File: config.mk
export PLATFORM = sky130hd
export DESIGN_NAME = rxfq_steer
export DESIGN_NICKNAME = d
export VERILOG_FILES = /design/src/core/rxfq_pkg.sv /design/src/core/rxfq_stream_if.sv /design/src/core/rxfq_steer.sv /design/src/core/rxfq_buf.sv
export SDC_FILE = /design/constraint.sdc
export NUM_CORES = 1
export LEC_CHECK = 0
export BUFFER_PORTS_ARGS = -buffer_cell sky130_fd_sc_hd__buf_2
export CAP_MARGIN = 20
export CORE_MARGIN = 3
export CORE_UTILIZATION = 54
export CTS_CLUSTER_SIZE = 14
export DETAILED_ROUTE_END_ITERATION = 8
export PLACE_DENSITY_LB_ADDON = 0.25
export SLEW_MARGIN = 20
export SYNTH_ARGS = -nofsm -noshare
export SYNTH_HDL_FRONTEND = slang
export SYNTH_HIERARCHICAL = 1
export SYNTH_SLANG_ARGS = --single-unit
File: constraint.sdc
create_clock -name clk_in -period 3.94 [get_ports clk_in]
set_input_delay 0.788 -clock clk_in [delete_from_list [all_inputs] [get_ports clk_in]]
set_output_delay 0.788 -clock clk_in [all_outputs]
set_load 0.02 [all_outputs]
File: src/core/rxfq_pkg.sv
package rxfq_pkg;
   // node processor register offsets (8-bit address)
   localparam logic [7:0] OFS_MODE1 = 8'h00;
   localparam logic [7:0] OFS_CMD1 = 8'h02;
   localparam logic [7:0] OFS_CMD2 = 8'h03;
   localparam logic [7:0] OFS_STATUS_TWO_UPPER = 8'h08;
   localparam logic [7:0] OFS_STATUS_THREE_UPPER = 8'h0a;
   localparam logic [7:0] OFS_MODE3 = 8'h60;
   localparam logic [7:0] OFS_FRSEL = 8'h61;
   localparam logic [7:0] OFS_PINCFG = 8'h62;
   localparam logic [7:0] OFS_RXTHR = 8'h63;

   // reset values
   localparam logic [15:0] MODE1_RST = 16'h0000;
   localparam logic [15:0] MODE3_RST = 16'h0000;
   localparam logic [15:0] FRSEL_RST = 16'h0000;
   localparam logic [1:0] PINCFG_RST = 2'h0;
   localparam logic [7:0] RXTHR_RST = 8'h00;

   // field layout
   localparam logic [15:0] MODE1_RW_MASK = 16'h7fff;
   localparam logic [15:0] FRSEL_RW_MASK = 16'hc0ff;
   localparam int MODE1_SFR_BIT = 15;
   localparam int MODE1_ADDET_LSB = 0;
   localparam int MODE3_DUAL_BIT = 11;
   localparam int FRSEL_Q1_LSB = 0;
   localparam int FRSEL_Q2_LSB = 4;
   localparam int ST_COMP_BIT = 15;
   localparam int ST_BMT_BIT = 14;
   localparam int ST_ABT_BIT = 13;
   localparam int ST_BFL_BIT = 12;
   localparam int ST_OVR_BIT = 11;
   localparam int ST_SFR_BIT = 10;
   localparam int ST_FCOV_BIT = 9;
   localparam logic [2:0] ADDET_PROMISC = 3'h7;

   // commands
   localparam logic [7:0] CMD_CLR_LOCK1 = 8'h20;
   localparam logic [7:0] CMD_CLR_LOCK2 = 8'h21;
   localparam logic [7:0] CMD_CLR_ALL = 8'h3f;
   localparam logic [7:0] CMD_SFR_RSVD = 8'h40;

   // queue type codes
   localparam logic [3:0] SEL_OTHERS = 4'h0;
   localparam logic [3:0] SEL_LLC = 4'h1;
   localparam logic [3:0] SEL_SMT = 4'h2;
   localparam logic [3:0] SEL_NON_SMT = 4'h3;
   localparam logic [3:0] SEL_IMPL = 4'h4;
   localparam logic [3:0] SEL_MAC = 4'h5;
   localparam logic [3:0] SEL_SYNC_LLC = 4'h6;
   localparam logic [3:0] SEL_ASYNC_LLC = 4'h7;
   localparam logic [3:0] SEL_VOID = 4'h8;
   localparam logic [3:0] SEL_ASYNC_SMT = 4'h9;

   // host service request codes
   localparam logic [2:0] HOST_SERVICE_REQUEST_CODE_Q1 = 3'h0;
   localparam logic [2:0] HOST_SERVICE_REQUEST_CODE_Q2 = 3'h1;

   // pin function select
   localparam logic [1:0] PIN_FN_NORMAL = 2'h0;
   localparam logic [1:0] PIN_FN_FLUSH = 2'h1;
   localparam logic [1:0] PIN_FN_INHIBIT = 2'h2;

   typedef enum logic [2:0] {
      FC_SYNC_LLC = 3'h0,
      FC_ASYNC_LLC = 3'h1,
      FC_SMT = 3'h2,
      FC_IMPL = 3'h3,
      FC_MAC = 3'h4,
      FC_VOID = 3'h5,
      FC_OTHER = 3'h6
   } rxfq_fclass_t;

   typedef enum logic [2:0] {
      ST_IDLE = 3'b001,
      ST_RECV = 3'b010,
      ST_DROP = 3'b100
   } rxfq_fsm_t;
endpackage

File: src/core/rxfq_stream_if.sv
`timescale 1ns/1ns
interface rxfq_stream_if #(parameter int W = 8) ();
   logic valid;
   logic ready;
   logic [W-1:0] data;
   modport src (output valid, output data, input ready);
   modport snk (input valid, input data, output ready);
endinterface

File: src/core/rxfq_steer.sv
// How it works
// - flush selected and pin high discards frame
// - flushed frame restores write pointer from saved
// - nonzero threshold: flush only before crossing
// - inhibit: finish frame, then no new transmit
// - timers and state machines keep running
// - select 01 flush, 10 inhibit, else normal
// - function select bits reset to zero
// - single-frame status and mode bits read zero
// - command 40h reserved, no action
// - dual queues only with enable bit 11
// - both selections 0000 means single queue
// - queue two 0000 takes all but queue one's type
// - queue one 0000: only queue two fills
// - four-bit codes decode to frame types
// - non-STATION_MANAGEMENT_FRAME excludes MAC/void unless promiscuous
// - only copy-accepted frames are steered
// - equal selections force single queue
// - queue one selection wins on overlap
// - per-queue lock, commands 20h and 21h clear
// - per-queue data-present output
// - no read ack while data-present inactive
// - status bits 15-11; request 001 reads queue two
// - full buffer locks queue; 3Fh clears all
`timescale 1ns/1ns
module rxfq_steer import rxfq_pkg::*; #(
   parameter int PTR_W = 8
) (
   input logic clk_in,
   input logic rst_n_in,
   input logic flush_or_inhibit_input_in,
   input logic [7:0] np_addr_in,
   input logic [15:0] np_wdata_in,
   input logic np_wr_in,
   input logic np_rd_in,
   output logic [15:0] np_rdata_out,
   output logic np_rvalid_out,
   input logic rx_start_in,
   input rxfq_fclass_t rx_fclass_in,
   input logic rx_copy_in,
   input logic rx_byte_valid_in,
   input logic [7:0] rx_byte_in,
   input logic rx_end_in,
   input logic rx_good_in,
   output logic [2:0] address_detect_setting_out,
   output logic tx_inhibit_out,
   input logic host_req_in,
   input logic [2:0] host_service_request_code_in,
   output logic host_ack_out,
   output logic [PTR_W:0] host_addr_out,
   output logic queue_one_data_present_out,
   output logic queue_two_data_present_out,
   input logic mem_ready_in,
   output logic mem_wr_out,
   output logic [PTR_W:0] mem_addr_out,
   output logic [7:0] mem_data_out
);
   localparam int MW = PTR_W + 9;

   typedef struct packed {
      logic [2:0] sync;
      logic pin_lv;
      logic [15:0] mode1;
      logic [15:0] mode3;
      logic [15:0] frsel;
      logic [1:0] pincfg;
      logic [7:0] rxthr;
      rxfq_fsm_t state;
      logic cur_q;
      logic [7:0] bcnt;
      logic [1:0][PTR_W-1:0] rx_write_pointer;
      logic [1:0][PTR_W-1:0] rx_saved_start_pointer;
      logic [1:0][PTR_W-1:0] cpr;
      logic [1:0][PTR_W-1:0] rpr;
      logic [1:0] lock;
      logic [1:0] comp;
      logic [1:0] abt;
      logic [1:0] ovr;
      logic [1:0] dp;
      logic [15:0] rdata;
      logic rvalid;
      logic ack;
      logic txinh;
      logic [PTR_W:0] haddr;
   } rxfq_regs_t;

   rxfq_regs_t s;
   rxfq_regs_t n;
   logic push_v;
   logic [MW-1:0] push_d;
   logic [1:0] set_comp, set_abt, set_ovr, set_lock, clr_st, clr_lock;

   rxfq_stream_if #(.W(MW)) push_if ();
   rxfq_stream_if #(.W(MW)) mem_if ();

   rxfq_buf #(.W(MW)) u_buf (
      .clk_in(clk_in),
      .rst_n_in(rst_n_in),
      .in_if(push_if.snk),
      .out_if(mem_if.src)
   );

   assign push_if.valid = push_v;
   assign push_if.data = push_d;
   assign mem_if.ready = mem_ready_in;

   function automatic logic type_match(input logic [3:0] code, input rxfq_fclass_t fc,
                                       input logic promisc);
      logic logical_link_frame;
      logic hit;
      logical_link_frame = (fc == FC_SYNC_LLC) || (fc == FC_ASYNC_LLC);
      case (code)
         SEL_LLC: hit = logical_link_frame;
         SEL_SMT: hit = (fc == FC_SMT);
         SEL_NON_SMT: hit = (fc != FC_SMT) && (promisc || ((fc != FC_MAC) && (fc != FC_VOID)));
         SEL_IMPL: hit = (fc == FC_IMPL);
         SEL_MAC: hit = (fc == FC_MAC);
         SEL_SYNC_LLC: hit = (fc == FC_SYNC_LLC);
         SEL_ASYNC_LLC: hit = (fc == FC_ASYNC_LLC);
         SEL_VOID: hit = (fc == FC_VOID);
         SEL_ASYNC_SMT: hit = (fc == FC_ASYNC_LLC) || (fc == FC_SMT);
         default: hit = 1'b0;
      endcase
      return hit;
   endfunction

   logic [3:0] sel1, sel2;
   logic promisc, dual_act, m1, m2, go_q1, go_q2, tgt_v, tgt_q;
   logic flush_cond, inh_cond, hq, hq_ok, take, full_cur;
   logic [PTR_W-1:0] wpr_cur, rx_saved_start_pointer_cur;

   assign sel1 = s.frsel[FRSEL_Q1_LSB +: 4];
   assign sel2 = s.frsel[FRSEL_Q2_LSB +: 4];
   assign promisc = (s.mode1[MODE1_ADDET_LSB +: 3] == ADDET_PROMISC);
   // equal codes include both 0000, which also lands here
   assign dual_act = s.mode3[MODE3_DUAL_BIT] && (sel1 != sel2);
   assign m1 = type_match(sel1, rx_fclass_in, promisc);
   assign m2 = type_match(sel2, rx_fclass_in, promisc);
   // in dual mode a 0000 first selection never matches, so queue one stays empty
   assign go_q1 = !dual_act || ((sel1 != SEL_OTHERS) && m1);
   assign go_q2 = dual_act && !go_q1 && ((sel2 == SEL_OTHERS) || m2);
   assign tgt_v = rx_copy_in && (go_q1 || go_q2);
   assign tgt_q = go_q2;

   assign wpr_cur = s.rx_write_pointer[s.cur_q];
   assign rx_saved_start_pointer_cur = s.rx_saved_start_pointer[s.cur_q];
   assign full_cur = (PTR_W'(wpr_cur + 1'b1) == s.rpr[s.cur_q]);
   // threshold compare uses bytes already taken, so a late pin is ignored
   assign flush_cond = (s.pincfg == PIN_FN_FLUSH) && s.pin_lv &&
                       ((s.rxthr == 8'h00) || (s.bcnt < s.rxthr));
   assign inh_cond = (s.pincfg == PIN_FN_INHIBIT) && s.pin_lv;

   assign hq_ok = (host_service_request_code_in == HOST_SERVICE_REQUEST_CODE_Q1) ||
                  (host_service_request_code_in == HOST_SERVICE_REQUEST_CODE_Q2);
   assign hq = (host_service_request_code_in == HOST_SERVICE_REQUEST_CODE_Q2);
   assign take = host_req_in && !s.ack && hq_ok && s.dp[hq] &&
                 (s.cpr[hq] != s.rpr[hq]);

   always_comb begin
      n = s;
      push_v = 1'b0;
      push_d = '0;
      set_comp = 2'b00;
      set_abt = 2'b00;
      set_ovr = 2'b00;
      set_lock = 2'b00;
      clr_st = 2'b00;
      clr_lock = 2'b00;

      n.sync = {s.sync[1:0], flush_or_inhibit_input_in};
      if (s.sync[1] == s.sync[2]) begin
         n.pin_lv = s.sync[2];
      end
      // level only gates new starts in the transmitter; its timers never see it
      n.txinh = inh_cond;
      n.dp[0] = (s.cpr[0] != s.rpr[0]);
      n.dp[1] = (s.cpr[1] != s.rpr[1]);

      if (np_wr_in) begin
         case (np_addr_in)
            OFS_MODE1: n.mode1 = np_wdata_in & MODE1_RW_MASK;
            OFS_MODE3: n.mode3 = np_wdata_in;
            OFS_FRSEL: n.frsel = np_wdata_in & FRSEL_RW_MASK;
            OFS_PINCFG: n.pincfg = np_wdata_in[1:0];
            OFS_RXTHR: n.rxthr = np_wdata_in[7:0];
            OFS_CMD1: begin
               case (np_wdata_in[7:0])
                  CMD_CLR_LOCK1: clr_lock = 2'b01;
                  CMD_CLR_LOCK2: clr_lock = 2'b10;
                  CMD_CLR_ALL: clr_lock = 2'b11;
                  default: clr_lock = 2'b00;
               endcase
            end
            // 40h and every other code here is accepted and does nothing
            OFS_CMD2: clr_lock = 2'b00;
            default: clr_lock = 2'b00;
         endcase
      end

      n.rvalid = np_rd_in;
      n.rdata = 16'h0000;
      if (np_rd_in) begin
         case (np_addr_in)
            OFS_MODE1: n.rdata = s.mode1;
            OFS_MODE3: n.rdata = s.mode3;
            OFS_FRSEL: n.rdata = s.frsel;
            OFS_PINCFG: n.rdata = {14'h0000, s.pincfg};
            OFS_RXTHR: n.rdata = {8'h00, s.rxthr};
            OFS_STATUS_TWO_UPPER: begin
               // bits 10 and 9 stay zero, single-frame mode is gone
               n.rdata = {s.comp[0], s.cpr[0] == s.rpr[0], s.abt[0], s.lock[0], s.ovr[0],
                          11'h000};
               clr_st[0] = 1'b1;
            end
            OFS_STATUS_THREE_UPPER: begin
               n.rdata = {s.comp[1], s.cpr[1] == s.rpr[1], s.abt[1], s.lock[1], s.ovr[1],
                          11'h000};
               clr_st[1] = 1'b1;
            end
            default: n.rdata = 16'h0000;
         endcase
      end

      unique case (s.state)
         ST_IDLE: begin
            if (rx_start_in && tgt_v) begin
               if (s.lock[tgt_q]) begin
                  set_ovr[tgt_q] = 1'b1;
               end else begin
                  n.state = ST_RECV;
                  n.cur_q = tgt_q;
                  n.rx_saved_start_pointer[tgt_q] = s.rx_write_pointer[tgt_q];
                  n.bcnt = 8'h00;
               end
            end
         end
         ST_RECV: begin
            if (flush_cond) begin
               n.rx_write_pointer[s.cur_q] = rx_saved_start_pointer_cur;
               set_abt[s.cur_q] = 1'b1;
               n.state = rx_end_in ? ST_IDLE : ST_DROP;
            end else if (rx_byte_valid_in) begin
               if (full_cur) begin
                  set_lock[s.cur_q] = 1'b1;
                  set_ovr[s.cur_q] = 1'b1;
                  n.rx_write_pointer[s.cur_q] = rx_saved_start_pointer_cur;
                  n.state = ST_DROP;
               end else if (!push_if.ready) begin
                  // memory stalled past both slots; the ring cannot wait
                  set_ovr[s.cur_q] = 1'b1;
                  n.rx_write_pointer[s.cur_q] = rx_saved_start_pointer_cur;
                  n.state = ST_DROP;
               end else begin
                  push_v = 1'b1;
                  push_d = {s.cur_q, wpr_cur, rx_byte_in};
                  n.rx_write_pointer[s.cur_q] = wpr_cur + 1'b1;
                  n.bcnt = (s.bcnt == 8'hff) ? s.bcnt : s.bcnt + 8'h01;
               end
            end else if (rx_end_in) begin
               if (rx_good_in) begin
                  n.cpr[s.cur_q] = wpr_cur;
                  set_comp[s.cur_q] = 1'b1;
               end else begin
                  n.rx_write_pointer[s.cur_q] = rx_saved_start_pointer_cur;
                  set_abt[s.cur_q] = 1'b1;
               end
               n.state = ST_IDLE;
            end
         end
         ST_DROP: begin
            if (rx_end_in) begin
               n.state = ST_IDLE;
            end
         end
      endcase

      n.ack = take;
      if (take) begin
         n.haddr = {hq, s.rpr[hq]};
         n.rpr[hq] = s.rpr[hq] + 1'b1;
      end

      // a hardware set in the clearing cycle survives
      n.comp = (s.comp & ~clr_st) | set_comp;
      n.abt = (s.abt & ~clr_st) | set_abt;
      n.ovr = (s.ovr & ~clr_st) | set_ovr;
      n.lock = (s.lock & ~clr_lock) | set_lock;
   end

   always_ff @(posedge clk_in or negedge rst_n_in) begin
      if (!rst_n_in) begin
         s <= '0;
         s.mode1 <= MODE1_RST;
         s.mode3 <= MODE3_RST;
         s.frsel <= FRSEL_RST;
         s.pincfg <= PINCFG_RST;
         s.rxthr <= RXTHR_RST;
         s.state <= ST_IDLE;
      end else begin
         s <= n;
      end
   end

   assign np_rdata_out = s.rdata;
   assign np_rvalid_out = s.rvalid;
   assign address_detect_setting_out = s.mode1[MODE1_ADDET_LSB +: 3];
   assign tx_inhibit_out = s.txinh;
   assign host_ack_out = s.ack;
   assign host_addr_out = s.haddr;
   assign queue_one_data_present_out = s.dp[0];
   assign queue_two_data_present_out = s.dp[1];
   assign mem_wr_out = mem_if.valid;
   assign mem_addr_out = mem_if.data[MW-1:8];
   assign mem_data_out = mem_if.data[7:0];

   logic flush_evt, full_evt, dp_hq, rd_status_two_upper, rd_mode1;
   assign flush_evt = (s.state == ST_RECV) && flush_cond;
   assign full_evt = (s.state == ST_RECV) && !flush_cond && rx_byte_valid_in && full_cur;
   assign dp_hq = s.dp[hq];
   assign rd_status_two_upper = np_rd_in && (np_addr_in == OFS_STATUS_TWO_UPPER);
   assign rd_mode1 = np_rd_in && (np_addr_in == OFS_MODE1);
endmodule // rxfq_steer

File: src/core/rxfq_buf.sv
`timescale 1ns/1ns
module rxfq_buf #(parameter int W = 8) (
   input logic clk_in,
   input logic rst_n_in,
   rxfq_stream_if.snk in_if,
   rxfq_stream_if.src out_if
);
   typedef struct packed {
      logic v0;
      logic v1;
      logic [W-1:0] d0;
      logic [W-1:0] d1;
   } rxfq_buf_t;

   rxfq_buf_t s;
   rxfq_buf_t n;
   logic pop;
   logic push;

   // ready only from the spare slot, so a full buffer really refuses
   assign in_if.ready = !s.v1;
   assign out_if.valid = s.v0;
   assign out_if.data = s.d0;
   assign pop = s.v0 && out_if.ready;
   assign push = in_if.valid && !s.v1;

   always_comb begin
      n = s;
      if (pop) begin
         n.v0 = s.v1;
         n.d0 = s.d1;
         n.v1 = 1'b0;
      end
      if (push) begin
         if (!n.v0) begin
            n.v0 = 1'b1;
            n.d0 = in_if.data;
         end else begin
            n.v1 = 1'b1;
            n.d1 = in_if.data;
         end
      end
   end

   always_ff @(posedge clk_in or negedge rst_n_in) begin
      if (!rst_n_in) begin
         s <= '0;
      end else begin
         s <= n;
      end
   end
endmodule // rxfq_buf

==> impl_results.html <==
<table>
<tr><th>Metric</th><th>Value</th></tr>
<tr><th colspan="2">Clocking</th></tr>
<tr><td>Clock buffer depth</td><td>3</td></tr>
<tr><td>Cells resized by post-CTS repair</td><td>0</td></tr>
<tr><td>Root buf cell</td><td>clkbuf_16</td></tr>
<tr><td>Hold-fix buffers, CTS</td><td>0</td></tr>
<tr><td>Clock sink total</td><td>just over 200</td></tr>
<tr><td>Clock transition at path regs</td><td>60 ps</td></tr>
<tr><td>Cts bufs inserted</td><td>23</td></tr>
<tr><td>Setup repair bufs after CTS</td><td>0</td></tr>
<tr><td>Clock tree from TritonCTS</td><td>built</td></tr>
<tr><td>Clock latency reported for the late side of the worst-skew pair</td><td>around 520 ps</td></tr>
<tr><td>H-tree depth reported by CTS</td><td>1</td></tr>
<tr><th colspan="2">Floorplan</th></tr>
<tr><td>Area of the die</td><td>21600 um^2</td></tr>
<tr><td>CORE AREA</td><td>roughly 19000 um^2</td></tr>
<tr><td>I/O Pins</td><td>approximately 100</td></tr>
<tr><td>Initial cell density of the core</td><td>0.562</td></tr>
<tr><td>Die extent in y</td><td>147 um</td></tr>
<tr><td>Die W</td><td>147 um</td></tr>
<tr><td>Placement Rows</td><td>50</td></tr>
<tr><th colspan="2">Outcome</th></tr>
<tr><td>Outcome</td><td>complete, no violations</td></tr>
<tr><th colspan="2">STA</th></tr>
<tr><td>Headroom to the max-slew limit</td><td>0.372</td></tr>
<tr><td>Final Hold Vio Count</td><td>0</td></tr>
<tr><td>Number of failing setup endpoints in the final timing report</td><td>0</td></tr>
<tr><td>Max Clk Rate</td><td>0.284 GHz</td></tr>
<tr><td>Total negative slack for setup checks</td><td>0 ps</td></tr>
<tr><td>Worst Hold Slack</td><td>288 ps</td></tr>
<tr><td>Clock tree skew after final layout</td><td>16.2 ps</td></tr>
<tr><td>Transition at the pin with the smallest max-transition slack</td><td>937 ps</td></tr>
<tr><td>Worst setup margin</td><td>417 ps</td></tr>
<tr><td>Min cycle time layout</td><td>3520 ps</td></tr>
<tr><td>Final critical-path share of the clock period</td><td>0.894</td></tr>
<tr><td>RSZ-0062 raised after global routing</td><td>no</td></tr>
<tr><td>Slew Viols, Final</td><td>0</td></tr>
<tr><th colspan="2">Critical path</th></tr>
<tr><td>Largest stage delay, worst path</td><td>about 490 ps</td></tr>
<tr><td>CP Capture Type</td><td>flip-flop</td></tr>
<tr><td>Setup crit start kind</td><td>flip-flop</td></tr>
<tr><td>Worst Path Max Fanout</td><td>21</td></tr>
<tr><td>Category of cells accounting for the largest share of critical-path delay</td><td>simple AND/OR/NAND/NOR gates</td></tr>
<tr><td>Slowest CP cell</td><td>dfrtp_1</td></tr>
<tr><td>WS Path Type</td><td>reg -&gt; reg</td></tr>
<tr><td>Total buffers and inverters traversed by the critical path</td><td>1</td></tr>
<tr><td>Data required, critical path</td><td>4330 ps</td></tr>
<tr><td>List of cells traversed by the critical path</td><td>mux2_2 &gt; ha_1 &gt; o21ai_1 &gt; a211o_1 &gt; a2111oi_4 &gt; a21bo_4 &gt; nor2_4 &gt; nand2_8 &gt; inv_4 &gt; nand2b_1 &gt; nor2_4 &gt; mux2_2</td></tr>
<tr><td>Data arrival at the endpoint of the critical path</td><td>3910 ps</td></tr>
<tr><th colspan="2">Synth</th></tr>
<tr><td>Syn Area/Cell</td><td>around 11 um^2</td></tr>
<tr><td>Proportion of netlist area held by the largest area contributor</td><td>0.476</td></tr>
<tr><td>Synthesized instance count</td><td>between 900 and 1000</td></tr>
<tr><td>Syn. warnings</td><td>6</td></tr>
<tr><td>Seq cells post-synth</td><td>just over 200</td></tr>
<tr><td>Cell area after synthesis</td><td>10700 um^2</td></tr>
<tr><td>Number of nets in the synthesized netlist</td><td>997</td></tr>
<tr><td>Most common flop cell mapped by yosys</td><td>dfrtp_1</td></tr>
<tr><td>Cell taking the most area after synthesis</td><td>dfrtp_1</td></tr>
<tr><td>Number of unique standard cell types used by synthesis</td><td>84</td></tr>
<tr><td>Most used standard cells in the synthesized netlist</td><td>dfrtp_1, mux2_2, nand2_1</td></tr>
<tr><td>Top post-synthesis cells by area</td><td>dfrtp_1, mux2_2, buf_4</td></tr>
<tr><td>FFs w/ async S/R, synth</td><td>1.00</td></tr>
<tr><td>Proportion of synthesized chip area in sequential cells</td><td>0.478</td></tr>
<tr><td>Number of enable flip-flop cells after synthesis</td><td>0</td></tr>
<tr><td>Cell with the most instances after synthesis</td><td>dfrtp_1</td></tr>
<tr><th colspan="2">Global route</th></tr>
<tr><td>Initial antenna violation count</td><td>0</td></tr>
<tr><td>M1 GR Usage</td><td>0.304</td></tr>
<tr><td>Routing usage on met3</td><td>0.0398</td></tr>
<tr><td>Largest net degree at the start of global routing</td><td>75</td></tr>
<tr><td>Met2 Use GR</td><td>0.367</td></tr>
<tr><td>Overall track demand over capacity in global routing</td><td>0.223</td></tr>
<tr><td>Global route overflow</td><td>0</td></tr>
<tr><td>Global route hottest layer</td><td>met2</td></tr>
<tr><td>First-pass GRT wire length</td><td>39400 um</td></tr>
<tr><td>Vias in the first global route</td><td>between 7000 and 8000</td></tr>
<tr><th colspan="2">Run</th></tr>
<tr><td>Maximum Capacitance Violations</td><td>0</td></tr>
<tr><th colspan="2">Placement</th></tr>
<tr><td>HPWL after detailed placement</td><td>17000 um</td></tr>
<tr><td>Final GP Congestion</td><td>0.955</td></tr>
<tr><td>Area after detailed placement</td><td>between 10000 and 15000 um^2</td></tr>
<tr><td>Placed cell count</td><td>1221</td></tr>
<tr><td>Place WS</td><td>455 ps</td></tr>
<tr><td>Number of port buffers</td><td>100</td></tr>
<tr><th colspan="2">Final layout</th></tr>
<tr><td>Layout cell share with drive strength beyond 1</td><td>0.318</td></tr>
<tr><td>Area of the multi-input gates</td><td>~4900 um^2</td></tr>
<tr><td>Fillcell total</td><td>1555</td></tr>
<tr><td>Combined flip-flop and latch cell area</td><td>about 5100 um^2</td></tr>
<tr><td>Number of nets in the final layout</td><td>1046</td></tr>
<tr><td>Final instance count without filler cells</td><td>1262</td></tr>
<tr><td>Area growth from synthesis to layout</td><td>11.1%</td></tr>
<tr><td>ANT cells</td><td>0</td></tr>
<tr><td>Post-Layout Inst Area</td><td>11900 um^2</td></tr>
<tr><th colspan="2">Route</th></tr>
<tr><td>Post-detailed-route DRC marker count</td><td>0</td></tr>
<tr><td>DRT Pass-1 Iters</td><td>7</td></tr>
<tr><td>Vias per cell</td><td>5.85</td></tr>
<tr><td>Wirelength per Cell</td><td>19.1 um</td></tr>
<tr><td>Routed vias</td><td>7382</td></tr>
<tr><td>Final antenna-violating net count</td><td>0</td></tr>
<tr><td>Routed wire length</td><td>roughly 24000 um</td></tr>
<tr><td>First-iteration detailed-routing DRC count</td><td>683</td></tr>
<tr><th colspan="2">Power</th></tr>
<tr><td>Static Leak</td><td>5.74 nW</td></tr>
<tr><td>Max rail drop VDD</td><td>0.405 mV</td></tr>
<tr><td>Power Density</td><td>603 nW/um^2</td></tr>
<tr><th colspan="2">Hold path</th></tr>
<tr><td>Path type of the worst min-delay path</td><td>in -&gt; async</td></tr>
</table>
-- stage by stage --
| step | utilization | power (mW) |
|---|---|---|
| final | 0.625 | 7.19 |
| after CTS | 0.625 | 7.23 |
| after global routing | 0.625 | 7.58 |
| after global placement | 0.584 | 4.96 |
| after detailed placement | 0.584 | 5.02 |
| after floorplan | - | 4.53 |
-- area by class of cell --
class / count / area share
Timing Repair Buffer: 115 / 0.0532
Sequential cell: 205 / 0.431
Clock buffer: 31 / 0.0542
Clock inverter: 10 / 0.0110
Tap cell: 260 / 0.0273
Inverter: 27 / 0.00871
Multi-Input combinational cell: 614 / 0.415
-- sequential cells by signal, indices dropped and copies added, names as in the netlist --
name	flops
address_detect_setting_out	3
host_ack_out	1
host_addr_out	9
n	2
np_rdata_out	16
np_rvalid_out	1
queue_one_data_present_out	1
queue_two_data_present_out	1
s	134
tx_inhibit_out	1
u_buf/out_if.data	17
u_buf/out_if.valid	1
u_buf/s	18
-- worst register-to-register path, stage by stage, from the launching register on --
cell	delay, ps
dfrtp_1	490
mux2_2	330
ha_1	290
o21ai_1	240
a211o_1	200
a2111oi_4	90
a21bo_4	270
nor2_4	180
nand2_8	90
inv_4	220
nand2b_1	160
nor2_4	450
mux2_2	400
-- layout by cell type, fill, tap and decap left out, drive strengths merged, types with 23 or more instances in the layout --
master	instances
nand3	24
a21oi	29
clkbuf	32
mux2i	31
buf	114
dfrtp	204
xnor2	23
o21ai	30
mux2	152
nand2	62
xor2	29
inv	28
nor2	39
-- worst paths after layout --
kind,startpoint,end,slack [ps],depth (start not counted)
max in group asynchronous,rst_n_in,s[71],2850,2
min reg2reg,n[174],n[175],350,0
max reg2reg,s[86],u_buf/s[12],420,12
min in group clk_in,n[174],n[175],350,0
max,s[86],u_buf/s[12],420,12
min,rst_n_in,address_detect_setting_out[2],290,1
-- routing by layer --
layer	part of all wire	up-vias
met3	0.061	50
met1	0.43	3667
met4	0.026	0
met2	0.48	238
li1	-	3427
met5	0	-
-- power breakdown --
part / leakage, nW / switching [mW] / internal [mW]
sequential: 2.72 / 0.455 / 2.54
clock: 0.384 / 0.851 / 1.34
combinational: 2.63 / 1.09 / 0.906
-- logic make-up (layout without fill, tap and decap cells) --
logic type | Yosys count | after routing | share of synthesized area
simple gates | 226 | 226 | 0.117
flops | 205 | 205 | 0.478
mux | 185 | 185 | 0.193
compound gates | 139 | 139 | 0.0940
buf+inv | 118 | 183 | 0.0609
xor+xnor | 53 | 53 | 0.0445
fa+ha+maj | 11 | 11 | 0.0126
(Power assumes the default switching activity.)
